<file path="src/dsc_defines.svh">
/*
  Constants of the serial command decoder: command codes, word lengths,
  field positions and reset values. Included by the package; the decoder uses its macros.
*/
`ifndef DSC_DEFINES_SVH
`define DSC_DEFINES_SVH

`define DSC_NCH 8
`define DSC_LEN_SHORT 6'd24
`define DSC_LEN_LONG 6'd32
`define DSC_CNT_MAX 6'd63

`define DSC_OP_WR_CODE 4'h0
`define DSC_OP_WR_SET 4'h1
`define DSC_OP_WR_OFS 4'h2
`define DSC_OP_WR_GAIN 4'h3
`define DSC_OP_WR_UPD 4'h4
`define DSC_OP_WR_UPD_ALL 4'h5
`define DSC_OP_UPD 4'h6
`define DSC_OP_GLOBAL 4'h7
`define DSC_OP_RD_CODE 4'h8
`define DSC_OP_RD_SET 4'h9
`define DSC_OP_RD_OFS 4'ha
`define DSC_OP_RD_GAIN 4'hb
`define DSC_OP_RD_GLOB 4'hf

`define DSC_SUB_ALL_CODE 4'h8
`define DSC_SUB_ALL_CODE_UPD 4'h9
`define DSC_SUB_ALL_SET 4'ha
`define DSC_SUB_ALL_SET_UPD 4'hb
`define DSC_SUB_ALL_UPD 4'hc
`define DSC_SUB_LAST_GLOB 4'h6

`define DSC_CMD_WR_CFG 8'h70
`define DSC_CMD_WR_FAULT 8'h76
`define DSC_CMD_RD_CFG 8'hf0
`define DSC_CMD_RD_FAULT 8'hf6

`define DSC_G_CFG 3'h0
`define DSC_G_PDOWN 3'h1
`define DSC_G_ABSEL 3'h2
`define DSC_G_SWTOG 3'h3
`define DSC_G_TDEN 3'h4
`define DSC_G_TSD 3'h7

`define DSC_CFG_CRC_BIT 0
`define DSC_SET_W 12
`define DSC_OFS_LSB 2

`define DSC_CODE_RST 16'h0000
`define DSC_SET_RST 12'h000
`define DSC_OFS_RST 14'h0000
`define DSC_GAIN_RST 16'h0000
`define DSC_GLOB_RST 16'h0000
`define DSC_CRC_POLY 6'h03

`endif

</file>
<file path="src/dsc_pkg.sv">
/*
  Types shared by the decoder files.
  Assumes dsc_defines.svh is on the include path.
*/
package dsc_pkg;
  `include "dsc_defines.svh"

  typedef logic [15:0] dsc_word_type;
  typedef logic [`DSC_SET_W-1:0] dsc_set_type;
  typedef enum logic {FR_IDLE, FR_SHIFT} dsc_frame_type;
endpackage : dsc_pkg

</file>
<file path="src/dsc_decoder.sv">
/*
  Serial command decoder and double-buffered code and settings registers of an
  eight-channel DAC. Link pins are sampled by mclk_i; the serial clock must
  run well below a quarter of mclk_i so that each edge is seen.
*/
`timescale 1ns/1ps
module dsc_decoder
  import dsc_pkg::*;
#(
  parameter int NCH = `DSC_NCH,
  parameter logic [5:0] CRC_POLY = `DSC_CRC_POLY
) (
  input wire logic mclk_i,                  // System clock, 100 MHz
  input wire logic rst_b_i,                 // Async reset, active low
  input wire logic ce_i,                    // Clock enable, freezes all state
  input wire logic sck_i,                   // Serial clock pin
  input wire logic sdi_i,                   // Serial data in
  input wire logic chip_select_load_n_i,    // Frame select, low while shifting
  input wire logic async_update_pulse_n_i,  // Low pulse updates all channels
  input wire logic [7:0] tsd_status_i,      // Thermal status, same clock
  output logic sdo_o,                       // Serial data out
  output logic [NCH*16-1:0] dac_code_o,     // DAC code registers
  output logic [NCH*12-1:0] dac_set_o,      // DAC settings registers
  output logic [7:0] power_down_o,          // Per channel power-down
  output logic cmd_done_o,                  // Pulse, command executed
  output logic crc_error_o                  // A 32-bit frame failed CRC since the last executed command
);
  // ----------------------------------------------------------------
  // Pin synchronisers and edge detection
  // ----------------------------------------------------------------
  logic sck_s, sdi_s, csn_s, ud_s;

  // Reset levels match the idle pins so no false edge follows reset
  dsc_sync #(.W(4), .RST_VAL(4'hc)) u_sync (
    .mclk_i(mclk_i),
    .rst_b_i(rst_b_i),
    .ce_i(ce_i),
    .d_i({async_update_pulse_n_i, chip_select_load_n_i, sdi_i, sck_i}),
    .q_o({ud_s, csn_s, sdi_s, sck_s})
  );

  logic sck_q_reg, csn_q_reg, ud_q_reg;
  logic sck_rise, sck_fall, cs_fall, cs_rise, ud_fall;

  assign sck_rise = sck_s & ~sck_q_reg;
  assign sck_fall = ~sck_s & sck_q_reg;
  assign cs_fall = ~csn_s & csn_q_reg;
  assign cs_rise = csn_s & ~csn_q_reg;
  assign ud_fall = ~ud_s & ud_q_reg;

  // ----------------------------------------------------------------
  // State
  // ----------------------------------------------------------------
  dsc_frame_type st_reg, st_next;
  logic [31:0] shift_reg, shift_next;
  logic [31:0] out_reg, out_next;
  logic [5:0] cnt_reg, cnt_next;
  logic done_reg, done_next;
  logic err_reg, err_next;
  dsc_word_type glob_reg [8];
  dsc_word_type glob_next [8];
  dsc_word_type code_a_reg [NCH];
  dsc_word_type code_a_next [NCH];
  dsc_word_type code_b_reg [NCH];
  dsc_word_type code_b_next [NCH];
  dsc_word_type code_dac_reg [NCH];
  dsc_word_type code_dac_next [NCH];
  dsc_set_type set_in_reg [NCH];
  dsc_set_type set_in_next [NCH];
  dsc_set_type set_dac_reg [NCH];
  dsc_set_type set_dac_next [NCH];
  logic [13:0] ofs_reg [NCH];
  logic [13:0] ofs_next [NCH];
  dsc_word_type gain_reg [NCH];
  dsc_word_type gain_next [NCH];

  // ----------------------------------------------------------------
  // Word decode
  // ----------------------------------------------------------------
  function automatic logic [5:0] crc6(input logic [25:0] d);
    logic [5:0] c;
    c = '0;
    for (int k = 25; k >= 0; k--) begin
      c = {c[4:0], 1'b0} ^ ((c[5] ^ d[k]) ? CRC_POLY : 6'h00);
    end
    return c;
  endfunction : crc6

  logic [31:0] word;
  logic [7:0] cmd;
  logic [3:0] op;
  dsc_word_type data;
  logic len_ok, crc_ok, exempt, exec;
  logic [NCH-1:0] ch_m;

  assign word = (cnt_reg == `DSC_LEN_LONG) ? shift_reg : {shift_reg[23:0], 8'h00};
  assign cmd = word[31:24];
  assign op = cmd[7:4];
  assign data = word[23:8];
  // Channel numbers 8 to 15 select nothing
  assign ch_m = cmd[3] ? '0 : NCH'(1) << cmd[2:0];
  assign len_ok = cnt_reg == `DSC_LEN_SHORT || cnt_reg == `DSC_LEN_LONG;
  assign exempt = cmd == `DSC_CMD_WR_CFG || cmd == `DSC_CMD_WR_FAULT
               || cmd == `DSC_CMD_RD_CFG || cmd == `DSC_CMD_RD_FAULT;
  assign crc_ok = cnt_reg != `DSC_LEN_LONG || !glob_reg[`DSC_G_CFG][`DSC_CFG_CRC_BIT]
               || exempt || crc6(word[31:6]) == word[5:0];
  assign exec = st_reg == FR_SHIFT && cs_rise && len_ok && crc_ok;

  logic [NCH-1:0] wc_m, ws_m, upd_m;
  dsc_word_type rdata;
  logic is_rd;

  // ----------------------------------------------------------------
  // Next-state logic
  // ----------------------------------------------------------------
  always_comb begin
    st_next = st_reg;
    shift_next = shift_reg;
    cnt_next = cnt_reg;
    out_next = out_reg;
    done_next = 1'b0;
    err_next = err_reg;
    glob_next = glob_reg;
    code_a_next = code_a_reg;
    code_b_next = code_b_reg;
    code_dac_next = code_dac_reg;
    set_in_next = set_in_reg;
    set_dac_next = set_dac_reg;
    ofs_next = ofs_reg;
    gain_next = gain_reg;
    wc_m = '0;
    ws_m = '0;
    upd_m = '0;
    is_rd = 1'b0;
    rdata = 16'h0000;
    unique case (st_reg)
      FR_IDLE: begin
        if (cs_fall) begin
          st_next = FR_SHIFT;
          cnt_next = '0;
        end
      end
      FR_SHIFT: begin
        if (sck_rise && !csn_s) begin
          shift_next = {shift_reg[30:0], sdi_s};
          cnt_next = (cnt_reg == `DSC_CNT_MAX) ? cnt_reg : cnt_reg + 6'd1;
        end
        // Output moves on the falling edge so the host samples it stable
        if (sck_fall && !csn_s) begin
          out_next = {out_reg[30:0], 1'b0};
        end
        if (cs_rise) begin
          st_next = FR_IDLE;
          if (len_ok && !crc_ok) begin
            err_next = 1'b1;
          end
        end
      end
    endcase
    if (exec) begin
      err_next = 1'b0;
      done_next = 1'b1;
      unique case (op)
        `DSC_OP_WR_CODE: wc_m = ch_m;
        `DSC_OP_WR_SET: ws_m = ch_m;
        `DSC_OP_WR_OFS: begin
          if (!cmd[3]) begin
            ofs_next[cmd[2:0]] = data[15:`DSC_OFS_LSB];
          end
        end
        `DSC_OP_WR_GAIN: begin
          if (!cmd[3]) begin
            gain_next[cmd[2:0]] = data;
          end
        end
        `DSC_OP_WR_UPD: begin
          wc_m = ch_m;
          upd_m = ch_m;
        end
        `DSC_OP_WR_UPD_ALL: begin
          wc_m = ch_m;
          upd_m = '1;
        end
        `DSC_OP_UPD: upd_m = ch_m;
        `DSC_OP_GLOBAL: begin
          if (cmd[3:0] <= `DSC_SUB_LAST_GLOB) begin
            glob_next[cmd[2:0]] = data;
          end
          unique case (cmd[3:0])
            `DSC_SUB_ALL_CODE: wc_m = '1;
            `DSC_SUB_ALL_CODE_UPD: begin
              wc_m = '1;
              upd_m = '1;
            end
            `DSC_SUB_ALL_SET: ws_m = '1;
            `DSC_SUB_ALL_SET_UPD: begin
              ws_m = '1;
              upd_m = '1;
            end
            `DSC_SUB_ALL_UPD: upd_m = '1;
            // Software toggle updates the toggle-enabled channels whose data bit is set
            4'h3: upd_m = data[NCH-1:0] & glob_reg[`DSC_G_TDEN][NCH-1:0];
            default: upd_m = '0;
          endcase
        end
        `DSC_OP_RD_CODE, `DSC_OP_RD_SET, `DSC_OP_RD_OFS, `DSC_OP_RD_GAIN: begin
          is_rd = 1'b1;
          if (!cmd[3]) begin
            unique case (op)
              `DSC_OP_RD_CODE: rdata = code_dac_reg[cmd[2:0]];
              `DSC_OP_RD_SET: rdata = {4'h0, set_in_reg[cmd[2:0]]};
              `DSC_OP_RD_OFS: rdata = {ofs_reg[cmd[2:0]], 2'b00};
              default: rdata = gain_reg[cmd[2:0]];
            endcase
          end
        end
        `DSC_OP_RD_GLOB: begin
          if (!cmd[3]) begin
            is_rd = 1'b1;
            rdata = (cmd[2:0] == `DSC_G_TSD) ? {8'h00, tsd_status_i} : glob_reg[cmd[2:0]];
          end
        end
        default: upd_m = '0;
      endcase
      out_next = is_rd ? {cmd, rdata, 8'h00} : word;
    end
    if (ud_fall) begin
      upd_m = '1;
    end
    for (int i = 0; i < NCH; i++) begin
      if (wc_m[i]) begin
        if (glob_reg[`DSC_G_ABSEL][i]) begin
          code_b_next[i] = data;
        end else begin
          code_a_next[i] = data;
        end
      end
      if (ws_m[i]) begin
        set_in_next[i] = data[`DSC_SET_W-1:0];
      end
      if (upd_m[i]) begin
        // B drives the output only while toggling is on for the channel
        code_dac_next[i] = (glob_next[`DSC_G_TDEN][i] && glob_next[`DSC_G_SWTOG][i])
                         ? code_b_next[i] : code_a_next[i];
        set_dac_next[i] = set_in_next[i];
        glob_next[`DSC_G_PDOWN][i] = 1'b0;
      end
    end
  end

  // ----------------------------------------------------------------
  // Registers
  // ----------------------------------------------------------------
  always_ff @(posedge mclk_i or negedge rst_b_i) begin
    if (!rst_b_i) begin
      sck_q_reg <= 1'b0;
      csn_q_reg <= 1'b1;
      ud_q_reg <= 1'b1;
      st_reg <= FR_IDLE;
      shift_reg <= '0;
      out_reg <= '0;
      cnt_reg <= '0;
      done_reg <= 1'b0;
      err_reg <= 1'b0;
      for (int i = 0; i < 8; i++) begin
        glob_reg[i] <= `DSC_GLOB_RST;
      end
      for (int i = 0; i < NCH; i++) begin
        code_a_reg[i] <= `DSC_CODE_RST;
        code_b_reg[i] <= `DSC_CODE_RST;
        code_dac_reg[i] <= `DSC_CODE_RST;
        set_in_reg[i] <= `DSC_SET_RST;
        set_dac_reg[i] <= `DSC_SET_RST;
        ofs_reg[i] <= `DSC_OFS_RST;
        gain_reg[i] <= `DSC_GAIN_RST;
      end
    end else if (ce_i) begin
      sck_q_reg <= sck_s;
      csn_q_reg <= csn_s;
      ud_q_reg <= ud_s;
      st_reg <= st_next;
      shift_reg <= shift_next;
      out_reg <= out_next;
      cnt_reg <= cnt_next;
      done_reg <= done_next;
      err_reg <= err_next;
      glob_reg <= glob_next;
      code_a_reg <= code_a_next;
      code_b_reg <= code_b_next;
      code_dac_reg <= code_dac_next;
      set_in_reg <= set_in_next;
      set_dac_reg <= set_dac_next;
      ofs_reg <= ofs_next;
      gain_reg <= gain_next;
    end
  end

  always_comb begin
    for (int i = 0; i < NCH; i++) begin
      dac_code_o[i*16 +: 16] = code_dac_reg[i];
      dac_set_o[i*12 +: 12] = set_dac_reg[i];
    end
  end

  assign sdo_o = out_reg[31];
  assign power_down_o = glob_reg[`DSC_G_PDOWN][7:0];
  assign cmd_done_o = done_reg;
  assign crc_error_o = err_reg;
endmodule : dsc_decoder

</file>
<file path="src/dsc_sync.sv">
/*
  Two flip-flop synchroniser for pins from outside the mclk domain.
  Assumes a clock enable that freezes it together with the decoder.
*/
`timescale 1ns/1ps
module dsc_sync #(
  parameter int W = 1,
  parameter logic [W-1:0] RST_VAL = '0
) (
  input wire logic mclk_i,           // System clock
  input wire logic rst_b_i,          // Async reset, active low
  input wire logic ce_i,             // Clock enable
  input wire logic [W-1:0] d_i,      // Raw pin levels
  output logic [W-1:0] q_o           // Synchronised levels
);
  logic [W-1:0] meta_reg;
  logic [W-1:0] meta_next;
  logic [W-1:0] q_reg;
  logic [W-1:0] q_next;

  always_comb begin
    meta_next = ce_i ? d_i : meta_reg;
    q_next = ce_i ? meta_reg : q_reg;
  end

  always_ff @(posedge mclk_i or negedge rst_b_i) begin
    if (!rst_b_i) begin
      meta_reg <= RST_VAL;
      q_reg <= RST_VAL;
    end else begin
      meta_reg <= meta_next;
      q_reg <= q_next;
    end
  end

  assign q_o = q_reg;
endmodule : dsc_sync

</file>
<file path="config.mk">
export PLATFORM = sky130hd
export DESIGN_NAME = dsc_decoder
export DESIGN_NICKNAME = d
export VERILOG_FILES = /design/src/dsc_pkg.sv /design/src/dsc_decoder.sv /design/src/dsc_sync.sv
export VERILOG_INCLUDE_DIRS = /design/src
export SDC_FILE = /design/constraint.sdc
export NUM_CORES = 2
export LEC_CHECK = 0
export BUFFER_PORTS_ARGS = -buffer_cell sky130_fd_sc_hd__buf_2
export CORE_UTILIZATION = 60
export CTS_BUF_LIST = sky130_fd_sc_hd__clkbuf_4 sky130_fd_sc_hd__clkbuf_8
export DETAILED_ROUTE_END_ITERATION = 8
export HOLD_SLACK_MARGIN = 0.02
export PLACE_DENSITY = 0.78
export SETUP_SLACK_MARGIN = 0.3
export SLEW_MARGIN = 20
export SYNTH_ARGS = -nofsm -noshare
export SYNTH_HDL_FRONTEND = slang
export SYNTH_SLANG_ARGS = --single-unit
export TNS_END_PERCENT = 30
</file>
<file path="constraint.sdc">
create_clock -name mclk_i -period 19.2 [get_ports mclk_i]
set_input_delay 1.92 -clock mclk_i [delete_from_list [all_inputs] [get_ports mclk_i]]
set_output_delay 1.92 -clock mclk_i [all_outputs]
set_load 0.02 [all_outputs]
</file>
==> reports/qor.csv <==
metric,value,unit
hold_class,register to register,
seq_power_share,0.482,
yosysSeqAreaShare,0.5114,
drtAntennaViolNets,0,
grt_pass1_vias,41210,
syn-num-nets,5081,
gp_congestion,1.046,
cap_violations,0,
die_x,289.3,um
min_period,7690,ps
ioPinCount,250,
top_layer,met5,
synth_area_per_cell,9.789,um2
timing.fmax,0.1300,GHz
fin_util,0.6834,
h-tree-depth,4,
power,4.720,mW
grt_start_max_net_pins,188,
r2r_slack,11510,ps
wl_met1,65400,um
vdd_ir_drop_max,80.07,uV
reg2regPathDepth,18,
die_h,289.3,um
antenna_found_initial,16,
tightest_slew,1309,ps
die_area,0.08370,mm2
post_cts_buffers,0,
synth-seq-cells,1012,
synth_edf_count,0,
ctsHoldBuffers,0,
intPower,3.446,mW
grt-ovfl-total,0,
met3RoutedLength,27230,um
start_util,0.6110,
drc,0,
synth_area_leaders,"dfrtp_1, mux2_2, o21ai_0",
layout-drive-gt1-share,0.2333,
worstSkewPairLatency,880,ps
p_sw,1.275,mW
hpwl,116200,um
cts_buffer_depth,3,
num_rows,104,
async_flop_share,1.000,
cts-root-buf,clkbuf_8,
r2r-start,cnt_reg[0],
drt_iter0_drc,6802,
grtUsageTotal,0.4433,
r2r_end,ofs_reg[29],
finalCritPeriodShare,0.4005,
final_cell_mix,"dfrtp_1, nand2_1, o21ai_0, mux2_2, a21oi_1",
dr.pass1.iters,7,
cp-endpoint,ofs_reg[29],
cts.sinks,1012,
routedWlPerCell,29.28,um
critPathRequiredTime,19910,ps
startpoint,cnt_reg[0],
grt_first_pass_wirelength,271200,um
syn-cell-area,0.04953,mm2
finalHoldViolCount,0,
status,finished clean,
portBuffers,249,
swShare,0.2700,
synth_cell_types,87,
clk_pin_slew_worst_paths,60,ps
fin_tns_setup,0,ps
viasPerCell,6.887,
vias,43620,
rsz0062_at_grt,false,
pwr-share-comb,0.076,
worstSetupStartpointType,register,
dp.cells,6024,
max_stage_delay,1030,ps
routed_wl,185400,um
p_leak,25.01,nW
synth.largest_area_cell,dfrtp_1,
path_cells,inv_1 -> ha_1 -> and4bb_1 -> nand2_4 -> buf_4 -> mux2i_1 -> inv_1 -> ha_1 -> xnor2_1 -> xnor2_1 -> or4_1 -> nand3_2 -> o2111ai_4 -> o21ai_4 -> buf_4 -> nand4_2 -> nor2_1 -> mux2_2,
worst_path_max_delay_cell,nor2_1,
criticalPathCategory,register to register,
synthCells,5060,
slew_headroom,0.1192,
worstPathMaxFanout,68,
cts_tree,done,
endpoint_kind,register,
postCtsResizedCells,0,
routed-wl-met2,75310,um
ys_dominant_reg_cell,dfrtp_1,
core_area,0.08107,mm2
mostFrequentLayoutCell,dfrtp_1,
cts_buffers,165,
area_growth,11.86,%
yosysTopAreaCellShare,0.5083,
power.share.clock,0.442,
setup_viol,0,
instances_no_fill,6333,
fin_skew,71.34,ps
fin_nets,5156,
pwr_density_cell,85.20,mW/mm2
crit_arrival,8400,ps
ys_warn_count,0,
slew_viol_final,0,
-- through the flow --
| step | cell area [um2] | setup WS [ps] | hold slack (ps) |
|---|---|---|---|
| global route | 55400 | 11060 | 492.7 |
| CTS | 55270 | 11700 | 478.2 |
| detailed placement | 51580 | 11720 | 465.1 |
| floorplan | 49530 | 13140 | 444.4 |
| finish | 55410 | 11510 | 472.5 |
| global placement | 51550 | 11880 | 456.0 |
-- final cells by class --
type                            count  area (um2)
Clock inverter                     42       501.7
Multi-Input combinational cell   3516       22520
Clock buffer                      258        3188
Inverter                           63       236.5
Fill cell                        6165       25660
Tap cell                         1060        1326
Timing Repair Buffer              377        2292
Sequential cell                  1012       25330
Antenna cell                        5       12.51
-- logic make-up (layout without fill, tap and decap cells) --
| logic type | after synthesis | count (layout) | synth area share |
|---|---|---|---|
| other | 0 | 5 | 0 |
| buffers and inverters | 532 | 740 | 0.04406 |
| adder cells (fa/ha/maj) | 6 | 6 | 0.001516 |
| XOR/XNOR | 70 | 70 | 0.01665 |
| AO/OA/AOI/OAI | 1421 | 1421 | 0.1721 |
| AND/OR/NAND/NOR | 1441 | 1441 | 0.1255 |
| multiplexers | 578 | 578 | 0.1288 |
| flip-flops | 1012 | 1012 | 0.5114 |
-- critical path: cells and delay by family, from the launching register on --
kind                       cells  cell delay (ps)
AOI/OAI and AO/OA              2              720
xor gates and xnor gates       2              600
adders and majority gates      2              580
buffers and inverters          4             1570
DFF                            1              400
muxes                          2              850
and+or+nand+nor                6             2770
-- worst min path at each step --
stage / to / start / depth (start not counted) / slack (ps)
6_report: dac_set_o[50] / dac_set_o[50] / 2 / 470
2_1_floorplan: code_a_reg[0] / code_a_reg[0] / 2 / 440
3_3_place_gp: dac_set_o[70] / dac_set_o[70] / 2 / 460
5_1_grt: out_reg[20] / out_reg[20] / 2 / 490
3_5_place_dp: dac_set_o[70] / dac_set_o[70] / 2 / 470
4_1_cts: dac_set_o[70] / dac_set_o[70] / 2 / 480
-- power by group through the flow --
| stage | registers, mW | logic, mW | clock network, mW |
|---|---|---|---|
| floorplan | 2.29 | 0.154 | 0 |
| global placement | 2.30 | 0.336 | 0 |
| detailed placement | 2.30 | 0.345 | 0 |
| CTS | 2.27 | 0.346 | 2.09 |
| global route | 2.27 | 0.374 | 2.19 |
| finish | 2.28 | 0.358 | 2.09 |
-- metal layers --
metal / GRT usage / vias up
li1: - / 18120
met4: 0.3289 / 16
met2: 0.6145 / 3613
met5: 0.007386 / -
met3: 0.1595 / 1040
met1: 0.5697 / 20830
-- Yosys cell counts, types with 11 or more instances --
master    count
xor2_1       14
and3_1       14
nand3_1     129
mux2i_1     131
nor3_1       40
a21oi_1     361
buf_4        26
xnor3_1      12
xnor2_1      41
nor4_1       31
buf_1        45
o31ai_1      17
mux2_2      437
inv_1        62
nor2_1      304
a221o_1      67
o22ai_1     113
dfrtp_1    1006
clkbuf_1    338
nor2_2       12
nand2_1     769
o21ai_1      18
o21ai_0     588
o221ai_1     92
buf_2        57
nand4_1      11
a31oi_1      70
and2_1       80
Note: power is estimated with default switching activity, not from simulation.
